## config.mk

```make
export PLATFORM = sky130hd
export DESIGN_NAME = tscr_regs
export DESIGN_NICKNAME = d
export VERILOG_FILES = /design/src/design/tscr_pkg.sv /design/src/design/tscr_regs.sv /design/src/design/tscr_sync.sv
export VERILOG_INCLUDE_DIRS = /design/src /design/src/design
export SDC_FILE = /design/constraint.sdc
export NUM_CORES = 1
export LEC_CHECK = 0
export BUFFER_PORTS_ARGS = -buffer_cell sky130_fd_sc_hd__buf_4
export CAP_MARGIN = 20
export CORE_MARGIN = 3
export CORE_UTILIZATION = 40
export CTS_BUF_LIST = sky130_fd_sc_hd__clkbuf_4
export DETAILED_ROUTE_END_ITERATION = 12
export HOLD_SLACK_MARGIN = 0.1
export PLACE_DENSITY_LB_ADDON = 0.3
export SKIP_LAST_GASP = 1
export SLEW_MARGIN = 20
export SYNTH_ARGS = -nofsm -noshare
export SYNTH_HDL_FRONTEND = slang
export SYNTH_SLANG_ARGS = --single-unit
```

## constraint.sdc

```tcl
create_clock -name clk_sys -period 1.6 [get_ports clk_sys]
set_input_delay 0.32 -clock clk_sys [delete_from_list [all_inputs] [get_ports clk_sys]]
set_output_delay 0.32 -clock clk_sys [all_outputs]
set_load 0.01 [all_outputs]
```

## src/design/tscr_map.svh

```systemverilog
// Register map, field positions and reset values for the tag system configuration block
// How it works
// - Sixteen-bit sector write-lock area sits at system byte 2048, guarding I2C writes only.
// - Lock bits 3..0 guard sectors 0..3; one blocks writes, zero allows, clearing needs the password like any lock write.
// - Lock area reads always allowed; lock writes need the I2C password presented.
// - Both lock bytes reset to zero, so every sector starts writable.
// - Config byte at 2320: bit3 pin mode, bit2 harvest default, bits1..0 sink level.
// - Control register at 2336: bit7 write done, bit1 field present, bit0 harvest enable.
// - Busy mode drives the activity pin low from RF start of frame to execution end.
// - Busy mode, bad RF command: pin low only from start of frame to CRC reception.
// - Losing the RF field releases a low-driven activity pin to high impedance.
// - Busy mode keeps the activity pin released while I2C commands execute.
// - Write-in-progress mode drives pin low from valid RF write end to answer start.
// - Write-in-progress mode keeps the pin released during I2C write operations.
// - Harvest output off when enable is zero; otherwise only while power and load allow.
// - Write-done flag clears at reset and write start, sets only on correct completion.
// - At power-up harvest enable loads the inverse of the stored harvest default bit.
// - Field-present flag reads one when RF power suffices for commands, else zero.
// - Control register read over RF returns field-present as one always.
// - I2C reads and writes of the config byte always allowed with system-area select.
// - RF commands: read whole config byte, write harvest bits only, write pin bit only.
// - Any config byte write takes effect at once, no power cycle needed.
// - Control register I2C access always allowed; RF reads it and sets or clears enable.
// - Control register read over RF returns write-done as zero and bits 6..2 zero.
`ifndef TSCR_MAP_SVH
`define TSCR_MAP_SVH

`define TSCR_ADDR_LOCK_LO   12'h800
`define TSCR_ADDR_LOCK_HI   12'h801
`define TSCR_ADDR_CONFIG    12'h910
`define TSCR_ADDR_CONTROL   12'h920

`define TSCR_LOCK_RESET     16'h0000
`define TSCR_CONFIG_RESET   8'hF4

`define TSCR_CFG_PIN_MODE   3
`define TSCR_CFG_HARV_OFF   2
`define TSCR_CFG_SINK_HI    1
`define TSCR_CFG_SINK_LO    0

`define TSCR_CTL_WR_DONE    7
`define TSCR_CTL_FIELD      1
`define TSCR_CTL_HARV_EN    0

`define TSCR_SECTOR_MSB     3
`define TSCR_UNMAPPED_DATA  8'h00

`endif

```

## src/design/tscr_pkg.sv

```systemverilog
// Types shared by the tag system configuration block
package tscr_pkg;

  typedef enum logic [2:0] {
    TSCR_ACT_IDLE = 3'b001,
    TSCR_ACT_BUSY = 3'b010,
    TSCR_ACT_WIP  = 3'b100
  } tscr_act_t;

endpackage : tscr_pkg

```

## src/design/tscr_regs.sv

```systemverilog
// System configuration registers and RF activity pin control of the tag memory
`timescale 1ns/10ps
`include "tscr_map.svh"
module tscr_regs
  import tscr_pkg::*;
(
  // Clock and reset
  input  wire logic        clk_sys,
  input  wire logic        resetn,
  // I2C byte access from the protocol engine
  input  wire logic        i2c_rd,
  input  wire logic        i2c_wr,
  input  wire logic        system_area_select,
  input  wire logic [11:0] i2c_addr,
  input  wire logic [7:0]  i2c_wdata,
  input  wire logic        i2c_password_ok,
  output logic      [7:0]  i2c_rdata,
  output logic             i2c_rvalid,
  // I2C activity and write cycle
  input  wire logic        i2c_cmd_active,
  input  wire logic        i2c_write_active,
  input  wire logic        wr_cycle_start,
  input  wire logic        wr_cycle_ok,
  // Non-volatile load at power-up
  input  wire logic        nvm_load,
  input  wire logic [7:0]  nvm_config,
  // RF configuration commands
  input  wire logic        read_config_cmd,
  input  wire logic        write_harvest_cfg_cmd,
  input  wire logic        write_pin_cfg_cmd,
  input  wire logic        read_control_cmd,
  input  wire logic        set_harvest_enable_cmd,
  input  wire logic [7:0]  rf_wdata,
  output logic      [7:0]  rf_rdata,
  output logic             rf_rvalid,
  // RF frame events
  input  wire logic        rf_sof,
  input  wire logic        rf_crc_done,
  input  wire logic        rf_cmd_bad,
  input  wire logic        rf_exec_done,
  input  wire logic        rf_write_start,
  input  wire logic        rf_answer_start,
  // Analog status pins
  input  wire logic        field_on_pin,
  input  wire logic        harvest_power_ok_pin,
  input  wire logic        harvest_load_ok_pin,
  // Open-drain activity pin
  output logic             rf_activity_pin_o,
  output logic             rf_activity_pin_oe,
  // Harvest output and sector guard
  output logic             harvest_out_en,
  output logic      [3:0]  sector_write_lock,
  output logic      [7:0]  config_byte,
  output logic      [7:0]  control_byte
);

  logic [15:0] sector_write_lock_bits_r;
  logic [7:0]  nonvolatile_config_byte_r;
  logic        harvest_enable_r;
  logic        wr_done_r;
  logic [2:0]  pins_s;
  logic        field_on_s;
  logic        power_ok_s;
  logic        load_ok_s;
  tscr_act_t   act_r;
  tscr_act_t   act_nxt;
  logic        act_drive;
  logic        sel_lock_lo;
  logic        sel_lock_hi;
  logic        sel_config;
  logic        sel_control;
  logic [7:0]  ctl_i2c_view;
  logic [7:0]  ctl_rf_view;
  logic [7:0]  cfg_wr_data;
  logic        cfg_wr;

  // Named so the power-up enable can pick one bit out of the delivery value
  localparam logic [7:0] CFG_RESET = `TSCR_CONFIG_RESET;

  tscr_sync #(
    .WIDTH (3)
  ) u_sync (
    .clk_sys  (clk_sys),
    .resetn   (resetn),
    .async_in ({field_on_pin, harvest_power_ok_pin, harvest_load_ok_pin}),
    .sync_out (pins_s)
  );

  assign field_on_s = pins_s[2];
  assign power_ok_s = pins_s[1];
  assign load_ok_s  = pins_s[0];

  // the select bit is required for every system-area hit
  assign sel_lock_lo = system_area_select && (i2c_addr == `TSCR_ADDR_LOCK_LO);
  assign sel_lock_hi = system_area_select && (i2c_addr == `TSCR_ADDR_LOCK_HI);
  assign sel_config  = system_area_select && (i2c_addr == `TSCR_ADDR_CONFIG);
  assign sel_control = system_area_select && (i2c_addr == `TSCR_ADDR_CONTROL);

  // control register as seen from I2C
  always_comb
  begin
    ctl_i2c_view                     = '0;
    ctl_i2c_view[`TSCR_CTL_WR_DONE]  = wr_done_r;
    ctl_i2c_view[`TSCR_CTL_FIELD]    = field_on_s;
    ctl_i2c_view[`TSCR_CTL_HARV_EN]  = harvest_enable_r;
  end

  // RF view forces field present, hides write done
  always_comb
  begin
    ctl_rf_view                     = '0;
    ctl_rf_view[`TSCR_CTL_FIELD]    = 1'b1;
    ctl_rf_view[`TSCR_CTL_HARV_EN]  = harvest_enable_r;
  end

  // lock area, reset to all writable
  always_ff @(posedge clk_sys or negedge resetn)
  begin
    if (!resetn)
    begin
      sector_write_lock_bits_r <= `TSCR_LOCK_RESET;
    end
    else if (i2c_wr && i2c_password_ok)
    begin
      // writes without the password never reach here
      if (sel_lock_lo)
      begin
        sector_write_lock_bits_r[7:0] <= i2c_wdata;
      end
      if (sel_lock_hi)
      begin
        sector_write_lock_bits_r[15:8] <= i2c_wdata;
      end
    end
  end

  always_comb
  begin
    cfg_wr      = 1'b0;
    cfg_wr_data = nonvolatile_config_byte_r;
    if (write_harvest_cfg_cmd)
    begin
      cfg_wr                          = 1'b1;
      cfg_wr_data[`TSCR_CFG_HARV_OFF] = rf_wdata[`TSCR_CFG_HARV_OFF];
      cfg_wr_data[`TSCR_CFG_SINK_HI]  = rf_wdata[`TSCR_CFG_SINK_HI];
      cfg_wr_data[`TSCR_CFG_SINK_LO]  = rf_wdata[`TSCR_CFG_SINK_LO];
    end
    if (write_pin_cfg_cmd)
    begin
      cfg_wr                          = 1'b1;
      cfg_wr_data[`TSCR_CFG_PIN_MODE] = rf_wdata[`TSCR_CFG_PIN_MODE];
    end
    // I2C is exclusive of RF; taking it last gives it the final word
    if (i2c_wr && sel_config)
    begin
      cfg_wr      = 1'b1;
      cfg_wr_data = i2c_wdata;
    end
  end

  // config byte, applied at once to the pin logic
  always_ff @(posedge clk_sys or negedge resetn)
  begin
    if (!resetn)
    begin
      nonvolatile_config_byte_r <= `TSCR_CONFIG_RESET;
    end
    else if (nvm_load)
    begin
      nonvolatile_config_byte_r <= nvm_config;
    end
    else if (cfg_wr)
    begin
      nonvolatile_config_byte_r <= cfg_wr_data;
    end
  end

  // harvest enable: power-up default then software
  always_ff @(posedge clk_sys or negedge resetn)
  begin
    if (!resetn)
    begin
      harvest_enable_r <= ~CFG_RESET[`TSCR_CFG_HARV_OFF];
    end
    else if (nvm_load)
    begin
      harvest_enable_r <= ~nvm_config[`TSCR_CFG_HARV_OFF];
    end
    else if (i2c_wr && sel_control)
    begin
      harvest_enable_r <= i2c_wdata[`TSCR_CTL_HARV_EN];
    end
    else if (set_harvest_enable_cmd)
    begin
      harvest_enable_r <= rf_wdata[`TSCR_CTL_HARV_EN];
    end
  end

  // write-done flag, completion wins over a same-cycle start
  always_ff @(posedge clk_sys or negedge resetn)
  begin
    if (!resetn)
    begin
      wr_done_r <= 1'b0;
    end
    else if (wr_cycle_ok)
    begin
      wr_done_r <= 1'b1;
    end
    else if (wr_cycle_start)
    begin
      wr_done_r <= 1'b0;
    end
  end

  // I2C read path, unmapped bytes read zero
  always_ff @(posedge clk_sys or negedge resetn)
  begin
    if (!resetn)
    begin
      i2c_rdata  <= `TSCR_UNMAPPED_DATA;
      i2c_rvalid <= 1'b0;
    end
    else
    begin
      i2c_rvalid <= i2c_rd;
      if (i2c_rd)
      begin
        if (sel_lock_lo)
        begin
          i2c_rdata <= sector_write_lock_bits_r[7:0];
        end
        else if (sel_lock_hi)
        begin
          i2c_rdata <= sector_write_lock_bits_r[15:8];
        end
        else if (sel_config)
        begin
          i2c_rdata <= nonvolatile_config_byte_r;
        end
        else if (sel_control)
        begin
          i2c_rdata <= ctl_i2c_view;
        end
        else
        begin
          i2c_rdata <= `TSCR_UNMAPPED_DATA;
        end
      end
    end
  end

  always_ff @(posedge clk_sys or negedge resetn)
  begin
    if (!resetn)
    begin
      rf_rdata  <= '0;
      rf_rvalid <= 1'b0;
    end
    else
    begin
      rf_rvalid <= read_config_cmd || read_control_cmd;
      if (read_config_cmd)
      begin
        rf_rdata <= nonvolatile_config_byte_r;
      end
      else if (read_control_cmd)
      begin
        rf_rdata <= ctl_rf_view;
      end
    end
  end

  always_comb
  begin
    act_nxt = act_r;
    unique case (act_r)
      TSCR_ACT_IDLE:
      begin
        if (rf_sof)
        begin
          act_nxt = TSCR_ACT_BUSY;
        end
        else if (rf_write_start)
        begin
          act_nxt = TSCR_ACT_WIP;
        end
      end
      TSCR_ACT_BUSY:
      begin
        if (rf_crc_done && rf_cmd_bad)
        begin
          act_nxt = TSCR_ACT_IDLE;
        end
        else if (rf_exec_done)
        begin
          act_nxt = TSCR_ACT_IDLE;
        end
        else if (rf_write_start)
        begin
          act_nxt = TSCR_ACT_WIP;
        end
      end
      TSCR_ACT_WIP:
      begin
        if (rf_answer_start || rf_exec_done)
        begin
          act_nxt = TSCR_ACT_IDLE;
        end
      end
    endcase
    if (!field_on_s)
    begin
      act_nxt = TSCR_ACT_IDLE;
    end
  end

  always_ff @(posedge clk_sys or negedge resetn)
  begin
    if (!resetn)
    begin
      act_r <= TSCR_ACT_IDLE;
    end
    else
    begin
      act_r <= act_nxt;
    end
  end

  // Mode read live from the config byte so a rewrite acts at once
  always_comb
  begin
    if (nonvolatile_config_byte_r[`TSCR_CFG_PIN_MODE])
    begin
      // write-in-progress window, released during I2C writes
      act_drive = (act_nxt == TSCR_ACT_WIP) && !i2c_write_active;
    end
    else
    begin
      // whole command window, released during I2C commands
      act_drive = (act_nxt != TSCR_ACT_IDLE) && !i2c_cmd_active;
    end
  end

  // Open drain: only ever drives low
  always_ff @(posedge clk_sys or negedge resetn)
  begin
    if (!resetn)
    begin
      rf_activity_pin_o  <= 1'b0;
      rf_activity_pin_oe <= 1'b0;
    end
    else
    begin
      rf_activity_pin_o  <= 1'b0;
      rf_activity_pin_oe <= act_drive;
    end
  end

  // harvest gated by enable, power and load
  always_ff @(posedge clk_sys or negedge resetn)
  begin
    if (!resetn)
    begin
      harvest_out_en <= 1'b0;
    end
    else
    begin
      harvest_out_en <= harvest_enable_r && power_ok_s && load_ok_s;
    end
  end

  always_ff @(posedge clk_sys or negedge resetn)
  begin
    if (!resetn)
    begin
      sector_write_lock <= '0;
      config_byte       <= `TSCR_CONFIG_RESET;
      control_byte      <= '0;
    end
    else
    begin
      sector_write_lock <= sector_write_lock_bits_r[`TSCR_SECTOR_MSB:0];
      config_byte       <= nonvolatile_config_byte_r;
      control_byte      <= ctl_i2c_view;
    end
  end

endmodule : tscr_regs

```

## src/design/tscr_sync.sv

```systemverilog
// Two-flop synchroniser for asynchronous level inputs
`timescale 1ns/10ps
module tscr_sync #(
  parameter int WIDTH = 1
) (
  // Clock and reset
  input  wire logic             clk_sys,
  input  wire logic             resetn,
  // Levels
  input  wire logic [WIDTH-1:0] async_in,
  output logic      [WIDTH-1:0] sync_out
);

  logic [WIDTH-1:0] meta_r;

  // First stage feeds only the second
  always_ff @(posedge clk_sys or negedge resetn)
  begin
    if (!resetn)
    begin
      meta_r   <= '0;
      sync_out <= '0;
    end
    else
    begin
      meta_r   <= async_in;
      sync_out <= meta_r;
    end
  end

endmodule : tscr_sync
```

==> out/results.tsv, run 1 <==
metric	value	unit
skew	13.36	ps
gr-total-overflow	0	
syn_avg_cell_area	12.44	sq um
setup_viol	11	
worst-path-buf-inv	2	
firstDrtPassIters	4	
worstMarginPinSlew	686.0	ps
r2r-end	act_r[2]	
htreeDepth	3	
cp-end-kind	flip-flop	
wire_per_inst	15.95	microns
coreArea	0.006982	sq mm
hp-class	in2reg	
crit_required	1900	ps
syn_inst	237	
ir_drop	0.3445	mV
fin_nets	426	
pin_count	102	
netlist_top_cells_area	dfrtp_1 50%, dfstp_2 9.8%, mux2_2 6.9%	
tns	-133.3	ps
fmax	616.6	MHz
die_x	91.85	microns
p_sw	0.0009275	W
p_per_area	856.8	mW/mm^2
drive_above_1_share	45.95	%
power.leakage	2.062	nW
crit_top_cell	buf_4	
antenna_found_initial	0	
final.min_clock_period	1622	ps
p_sw_share	25.94	%
ys_ff_latch	70	
crit_slowest_cell	or4b_4	
dieArea	0.008436	sq mm
gp_congestion	0.8722	
synthArstFlopShare	100.0	%
worstSkewPairLatency	410	ps
ys_seq_area_share	59.89	%
pwr-share-clk	30.9	%
globalRouteTotalUtil	18.23	%
ff2ff_setup_slack	160	ps
worst_ep_arrival_time	1930	ps
diodes	0	
setup_ws	-21.79	ps
drtAntennaViolNets	0	
clock-root-buffer	clkbuf_4	
dp_hpwl	5547	microns
finalCritPeriodShare	101.4	%
grt_pass1_wl	11880	microns
drv_cap	0	
power_frac_comb	14.5	%
path_clk_slew	110	ps
r2r-start	act_r[1]	
io_buffers	91	
grt_pass1_vias	2425	
start_kind	primary input	
cts_tree	built	
path_delay_family	simple AND/OR/NAND/NOR gates	
worstPathCellList	buf_4 > or4b_4 > nor2_1 > nand4_1 > nor2_2 > buf_4 > mux2_2	
totalWireLength	7434	microns
final_max_slew_viol_count	0	
critPathKind	in2reg	
slowest_delay	570	ps
yosys.cell_types.count	50	
clk_path_buf_depth	2	
cp-startpoint	i2c_addr[1]	
hold_viol	0	
yosys.area.top_type_share	50.08	%
area_delta_synth_final	41.60	%
power.share.sequential	54.6	%
drt_iter0_markers	72	
yosysTopAreaCell	dfrtp_1	
place_ws	-426.3	ps
critPathCapture	sector_write_lock_bits_r[10]	
initial_utilization	42.22	%
rows	30	
vias	2325	
numCtsBuffers	9	
reg2reg_depth	3	
crit_cells	7	
rsz0062_at_grt	yes	
outcome	finished with violations	
slew_headroom	53.67	%
die_y	91.85	microns
viasPerCell	4.989	
p_int	0.002649	W
ys_warn_count	0	
grt_max_degree	31	
synth.cell_area	0.002948	sq mm
cts.sinks	70	
synth-edff-count	0	
drc_errors	0	
failed_checks	setup timing	
critPathMaxFanout	8	
synth-main-ff-cell	dfrtp_1	
==> layout by cell type (no fill, tap or decap), types with 3 or more instances in the layout <==
| cell | instances |
|---|---|
| nor2_1 | 13 |
| dfstp_2 | 11 |
| conb_1 | 6 |
| inv_1 | 8 |
| clkbuf_4 | 10 |
| o22ai_1 | 4 |
| buf_4 | 111 |
| mux2_4 | 4 |
| a22oi_1 | 3 |
| a22o_1 | 9 |
| mux2_2 | 14 |
| dlygate4sd3_1 | 11 |
| mux2i_1 | 9 |
| nand2_1 | 18 |
| a32oi_1 | 3 |
| o21ai_1 | 8 |
| a21oi_1 | 12 |
| dfrtp_1 | 59 |
| o21ai_0 | 9 |
==> stage by stage <==
stage                     util (%)  instances  hold slack (ps)  total power, W  instance area, sq um
final                        59.78        466            122.5        0.003576                  4174
after global routing         59.78        466            101.3        0.003767                  4174
after CTS                    58.91        463            100.8        0.003612                  4113
after detailed placement     55.65        438            278.2        0.002483                  3885
after global placement       55.65        438            270.6        0.002471                  3885
after floorplan                  -        242            24.41        0.002158                  2979
==> logic make-up after synthesis <==
logic type / synth area share [%]
other cells: 0.1272
buf+inv: 3.311
simple gates: 11.89
compound gates: 14.09
mux: 10.70
flops: 59.89
==> routing by layer <==
metal | track usage (%) | part of all wire [%]
met4 | 5.569 | 1.2
met3 | 5.496 | 5.6
met5 | 0 | 0
met1 | 23.47 | 45
met2 | 29.62 | 48
==> power groups by stage <==
stage / sequential (W) / combinational, W / clock, W
2_1_floorplan: 0.00199 / 0.000167 / 0
3_3_place_gp: 0.00198 / 0.000487 / 0
3_5_place_dp: 0.00198 / 0.000498 / 0
4_1_cts: 0.00195 / 0.000518 / 0.00114
5_1_grt: 0.00197 / 0.000566 / 0.00123
6_report: 0.00195 / 0.000518 / 0.00111
==> Yosys cell counts (2+ instances only) <==
library cell / instances
dfrtp_1: 59
mux2_2: 18
nand2_1: 18
o21ai_0: 17
nor2_1: 13
a21oi_1: 12
dfstp_2: 11
a22o_1: 9
mux2i_1: 9
inv_1: 8
buf_4: 6
clkbuf_1: 4
o22ai_1: 4
a22oi_1: 3
a32oi_1: 3
a211oi_1: 2
a21o_1: 2
a2bb2oi_1: 2
buf_1: 2
mux2_1: 2
nand4_1: 2
nor4_4: 2
nor4b_1: 2
==> worst reg2reg max path, delay by kind of cell (launching register included) <==
family / cells / cell delay (ps)
buf+inv: 1 / 90
compound gates: 1 / 680
simple gates: 1 / 110
flops: 1 / 420
==> registers in the layout, summed over array words and instances (netlist names) <==
register	flops
sector_write_lock_bits_r	16
wr_done_r	1
config_byte	8
rf_rdata	8
sector_write_lock	4
control_byte	3
u_sync.sync_out	3
act_r	3
i2c_rvalid	1
harvest_out_en	1
rf_activity_pin_oe	1
nonvolatile_config_byte_r	8
rf_rvalid	1
i2c_rdata	8
harvest_enable_r	1
u_sync.meta_r	3
==> repair_timing <==
| item | in CTS | in global routing |
|---|---|---|
| hold buffers | 9 | 2 |
| gates resized for setup | 0 | 5 |
| buffers inserted | 0 | 1 |
| endpoints found under the hold margin | 25 | 2 |
| setup endpoints to repair | 0 | 20 |
==> how the worst min path moves through the flow <==
stage               slack [ps]                      endpoint           from  depth (start not counted)
floorplan                   20                      act_r[1]         resetn                          0
global placement           270              u_sync.meta_r[1]         resetn                          1
detailed placement         280                      act_r[1]         resetn                          1
CTS                        100  nonvolatile_config_byte_r[3]  nvm_config[3]                          3
global route               100                    i2c_rvalid         i2c_rd                          1
finish                     120  nonvolatile_config_byte_r[1]  nvm_config[1]                          3
==> layout make-up <==
type | instances | area, sq um
multi-input combinational | 152 | 1137
clock buffer | 10 | 75.07
fill | 609 | 2808
timing repair buffer | 124 | 983.4
inverter | 8 | 30.03
tap | 96 | 120.1
sequential | 70 | 1765
clock inverter | 6 | 62.56
Note: power is estimated with default switching activity, not from simulation.
==> run 2, diff against run 1 <==
CELL_PAD_IN_SITES_DETAIL_PLACEMENT = 0   (was unset)
CELL_PAD_IN_SITES_GLOBAL_PLACEMENT = 2   (was unset)
CORE_UTILIZATION = 33   (was 40)
==> run 2 against run 1 <==
  * The run now ends clean
  * Sequential share of layout area decreased by 0.88 points
  * Power rose by 9.5%
  * Non-clock buffer count rose by 5
  * Die area up 20%
  * Final area is 2.1% higher
  * Utilization shrank 9.2 points
  * Sequential power about the same
  * Combinational power increased by 2%
  * Via count shrank 0.99%
  * Critical endpoint is now sector_write_lock_bits_r[0]
==> out/results.tsv, run 2 (synthesis results as in run 1) <==
metric	value	unit
diodes	0	
power.share.sequential	49.9	%
place_ws	-433.2	ps
vias	2302	
r2r-start	act_r[2]	
viasPerCell	4.796	
hp-start	i2c_wdata[6]	
drt_iter0_markers	68	
num-fill-cells	810	
ir_drop	0.3305	mV
fin_nets	431	
drtAntennaViolNets	0	
outcome	complete, no violations	
fin_util	50.61	%
grt_pass1_wl	12170	microns
p_sw	0.0009345	W
skew	9.939	ps
drv_cap	0	
firstDrtPassIters	4	
grtUsageMet1	21.44	%
worst-path-buf-inv	1	
pwr-share-clk	36.7	%
wire_per_inst	15.72	microns
top_register	sector_write_lock_bits_r	
cp-startpoint	i2c_addr[1]	
gr-usage-met2	24.57	%
area_delta_synth_final	44.61	%
dp_hpwl	5718	microns
setup_ws	8.728	ps
clock-root-buffer	clkbuf_4	
hp-class	in2reg	
p_int	0.002981	W
gr-total-overflow	0	
power.leakage	2.108	nW
clk_path_buf_depth	2	
cts_tree	built	
htreeDepth	3	
numCtsBuffers	9	
drive_above_1_share	46.13	%
worstPathCellList	buf_6 > or4b_4 > nor4_4 > nand2_4 > nor2_8 > mux2_2	
critPathMaxFanout	8	
final_max_slew_viol_count	0	
busiest_layer	met2	
power_frac_comb	13.5	%
slowest_delay	570	ps
worst_ep_arrival_time	1880	ps
cp-end-kind	flip-flop	
pin_count	102	
setup_viol	0	
crit_slowest_cell	or4b_4	
cts.sinks	70	
path_clk_slew	120	ps
tns	0	ps
totalWireLength	7545	microns
die_y	100.5	microns
drc_errors	0	
antenna_found_initial	0	
dpl-instance-area	0.003919	sq mm
p_sw_share	23.87	%
crit_required	1890	ps
final_common_cell	buf_4	
start_kind	primary input	
coreArea	0.008423	sq mm
grt_pass1_vias	2323	
gp_congestion	0.8435	
postLayoutCellArea	0.004263	sq mm
rsz0062_at_grt	yes	
hold_viol	0	
fmax	628.4	MHz
final.min_clock_period	1591	ps
p_per_area	918.5	mW/mm^2
worstSkewPairLatency	400	ps
rows	33	
globalRouteTotalUtil	15.72	%
final_cell_mix	112 x buf_4, 59 x dfrtp_1, 18 x nand2_1, 18 x mux2_2	
initial_utilization	35.00	%
dieArea	0.01010	sq mm
gr-usage-met3	4.291	%
critPathKind	in2reg	
largest_reg_flops	16	
io_buffers	91	
die_x	100.5	microns
finalCritPeriodShare	99.45	%
grt_max_degree	39	
path_delay_family	simple AND/OR/NAND/NOR gates	
## run 2: cell count changes in the layout (fill, tap and decap cells not counted), sizes merged
| cell | before | now |
|---|---|---|
| clkinvlp | 2 | 1 |
| clkinv | 3 | 2 |
| dlygate4sd3 | 11 | 13 |
| bufinv | 1 | 3 |
| buf | 113 | 116 |
## run 2: layer usage
layer | vias to the layer above | routed length, microns
li1 | 1115 | -
met1 | 1119 | 3471
met2 | 64 | 3603
met3 | 4 | 405
met4 | 0 | 65
met5 | - | 0
## run 2: stage by stage
step,total power [W],std cells,hold WS (ps)
6_report,0.003915,480,155.1
5_1_grt,0.004110,480,118.6
4_1_cts,0.003975,479,121.0
3_5_place_dp,0.002494,450,219.4
3_3_place_gp,0.002487,450,213.4
2_1_floorplan,0.002158,242,24.41
## run 2: timing repair
action	4_1_cts	5_1_grt
buffers inserted	0	1
hold buffers	13	0
setup endpoints to repair	0	13
endpoints found under the hold margin	73	0
resized for setup	0	2
## run 2: cell type report
type                       instances  area [sq um]  share of cell area (%)
sequential                        70          1765                   41.41
tap                              105         131.4                   3.082
inverter                           8         30.03                  0.7044
multi-input combinational        152          1116                   26.18
timing repair buffer             129          1033                   24.24
clock buffer                      10         75.07                   1.761
clock inverter                     6         111.4                   2.612
## run 2: final timing paths
path | end | slack [ps] | depth (start not counted)
max in group asynchronous | config_byte[5] | 740 | 3
min in group asynchronous | control_byte[7] | 320 | 2
worst min-delay path | sector_write_lock_bits_r[6] | 160 | 2
worst max-delay path | sector_write_lock_bits_r[0] | 9 | 6
worst max register to register | rf_activity_pin_oe | 220 | 4
worst min register to register | u_sync.sync_out[0] | 360 | 0
## run 2: power by group through the flow
stage	clock network (W)	registers, W	logic, W
6_report	0.00144	0.00195	0.000527
5_1_grt	0.00156	0.00197	0.000583
4_1_cts	0.00149	0.00195	0.000534
3_5_place_dp	0	0.00199	0.000506
3_3_place_gp	0	0.00199	0.000502
2_1_floorplan	0	0.00199	0.000167
==> run 3, diff against run 2 <==
CORE_UTILIZATION = 35   (was 33)
REMOVE_ABC_BUFFERS = 1   (was unset)
clock period = 1.9 ns   (was 1.6 ns; I/O delays follow)
==> run 3 against run 2 <==
  * Register-to-register slack better by 260 ps
  * Largest cell class unchanged
  * Global-route usage fell by 0.066 points
  * Clock skew rose by 2.4 ps
  * Critical path depth is 1 higher
  * Utilization is 0.40 points higher
  * Largest power group unchanged
==> out/results.tsv, run 3 (synthesis results as in run 1) <==
metric	value	unit
worstMarginPinSlew	619.0	ps
rsz0062_at_grt	no	
power.share.sequential	55.5	%
reg2reg_depth	4	
firstDrtPassIters	4	
antenna_found_initial	0	
dpl.cell_count	444	
setup_viol	0	
cts_tree	built	
grt_pass1_vias	2303	
rows	32	
power_frac_comb	13.9	%
critPathCapture	nonvolatile_config_byte_r[1]	
p_sw	0.0007573	W
r2r-start	act_r[1]	
vias	2235	
diodes	0	
hp-class	in2reg	
die_y	97.78	microns
grt_max_degree	43	
pwr-share-clk	30.5	%
wire_per_inst	15.41	microns
setup_ws	184.8	ps
top_register	sector_write_lock_bits_r	
p_sw_share	25.61	%
numCtsBuffers	9	
slew_headroom	58.19	%
fin_nets	418	
cp-end-kind	flip-flop	
io_buffers	91	
grtUsageMet1	21.24	%
worstSkewPairLatency	400	ps
coreArea	0.007968	sq mm
gr-total-overflow	0	
ff2ff_setup_slack	480	ps
critPathKind	in2reg	
cts.sinks	70	
globalRouteTotalUtil	15.65	%
cp-startpoint	i2c_addr[1]	
place_ws	-258.5	ps
p_per_area	727.6	mW/mm^2
final_common_cell	buf_4	
hold_viol	0	
power.leakage	2.020	nW
r2r-end	rf_activity_pin_oe	
drc_errors	0	
layout.cells.non_filler	464	
fmax	583.0	MHz
critPathMaxFanout	8	
crit_required	2220	ps
viasPerCell	4.817	
final_max_slew_viol_count	0	
grt_pass1_wl	11790	microns
multi_input_area	0.001104	sq mm
busiest_layer	met2	
final_cell_mix	110 x buf_4, 59 x dfrtp_1, 18 x nand2_1, 18 x mux2_2, 17 x o21ai_0	
pin_count	102	
die_x	97.78	microns
gr-usage-met2	24.09	%
drv_cap	0	
clock-root-buffer	clkbuf_4	
cts.repair.resized	0	
final.min_clock_period	1715	ps
dieArea	0.009560	sq mm
worst_ep_arrival_time	2030	ps
num-fill-cells	741	
drive_above_1_share	45.86	%
ir_drop	0.3560	mV
finalCritPeriodShare	90.28	%
clk_path_buf_depth	2	
gr-usage-met3	5.571	%
area.sequential	0.001765	sq mm
outcome	complete, no violations	
largest_reg_flops	16	
totalWireLength	7149	microns
path_clk_slew	110	ps
gp_congestion	0.7523	
dp_hpwl	5389	microns
start_kind	primary input	
area_delta_synth_final	37.86	%
initial_utilization	37.00	%
drt_iter0_markers	59	
p_int	0.002200	W
drtAntennaViolNets	0	
htreeDepth	3	
skew	12.33	ps
==> run 3: what timing repair did <==
| item | in CTS | in global routing |
|---|---|---|
| hold endpoints to repair | 24 | 0 |
| buffers inserted | 0 | 0 |
| hold buffers | 4 | 0 |
==> run 3: area by class of cell <==
cell class              count  share of cell area (%)
inverters                   8                  0.7389
clock buffers               9                   1.663
multi-input cells         152                   27.16
repair buffers            116                   22.29
flip-flops and latches     70                   43.44
clock inverters             7                   1.570
well taps                 102                   3.140
==> run 3: worst min path at each step <==
| stage | cells after the start | slack, ps | startpoint | end |
|---|---|---|---|---|
| after floorplan | 0 | 80 | resetn | act_r[1] |
| after global placement | 1 | 330 | resetn | rf_rdata[4] |
| after detailed placement | 1 | 330 | resetn | rf_rdata[4] |
| after CTS | 2 | 120 | wr_cycle_ok | wr_done_r |
| after global routing | 2 | 150 | wr_cycle_ok | wr_done_r |
| final | 2 | 160 | wr_cycle_ok | wr_done_r |
==> run 3: metrics by stage <==
step	utilization, %	power [W]	instance area, sq um	hold slack (ps)	TNS (ps)
after floorplan	-	0.001794	2899	84.41	-1816
after global placement	48.85	0.002076	3892	327.9	-5092
after detailed placement	48.85	0.002082	3892	331.6	-5566
after CTS	51.01	0.003003	4064	124.0	0
after global routing	51.01	0.003118	4064	145.6	0
final	51.01	0.002957	4064	157.2	0
==> run 3: per-layer routing <==
metal,share of wire (%),vias to the layer above
met2,47,67
li1,-,1094
met5,0,-
met3,6.7,2
met1,46,1072
met4,0.49,0
==> run 3: critical path: stages <==
cell and delay [ps]:
buf_4 110, or4b_4 570, nor4_4 250, buf_4 220
nand3_4 160, mux2i_1 160, o21ai_0 180
==> run 3: power by group through the flow <==
stage	registers, W	clock network [W]	logic (W)
3_5_place_dp	0.00167	0	0.000411
3_3_place_gp	0.00167	0	0.000405
4_1_cts	0.00164	0.000939	0.000420
2_1_floorplan	0.00168	0	0.000117
6_report	0.00164	0.000903	0.000412
5_1_grt	0.00166	0.00101	0.000454
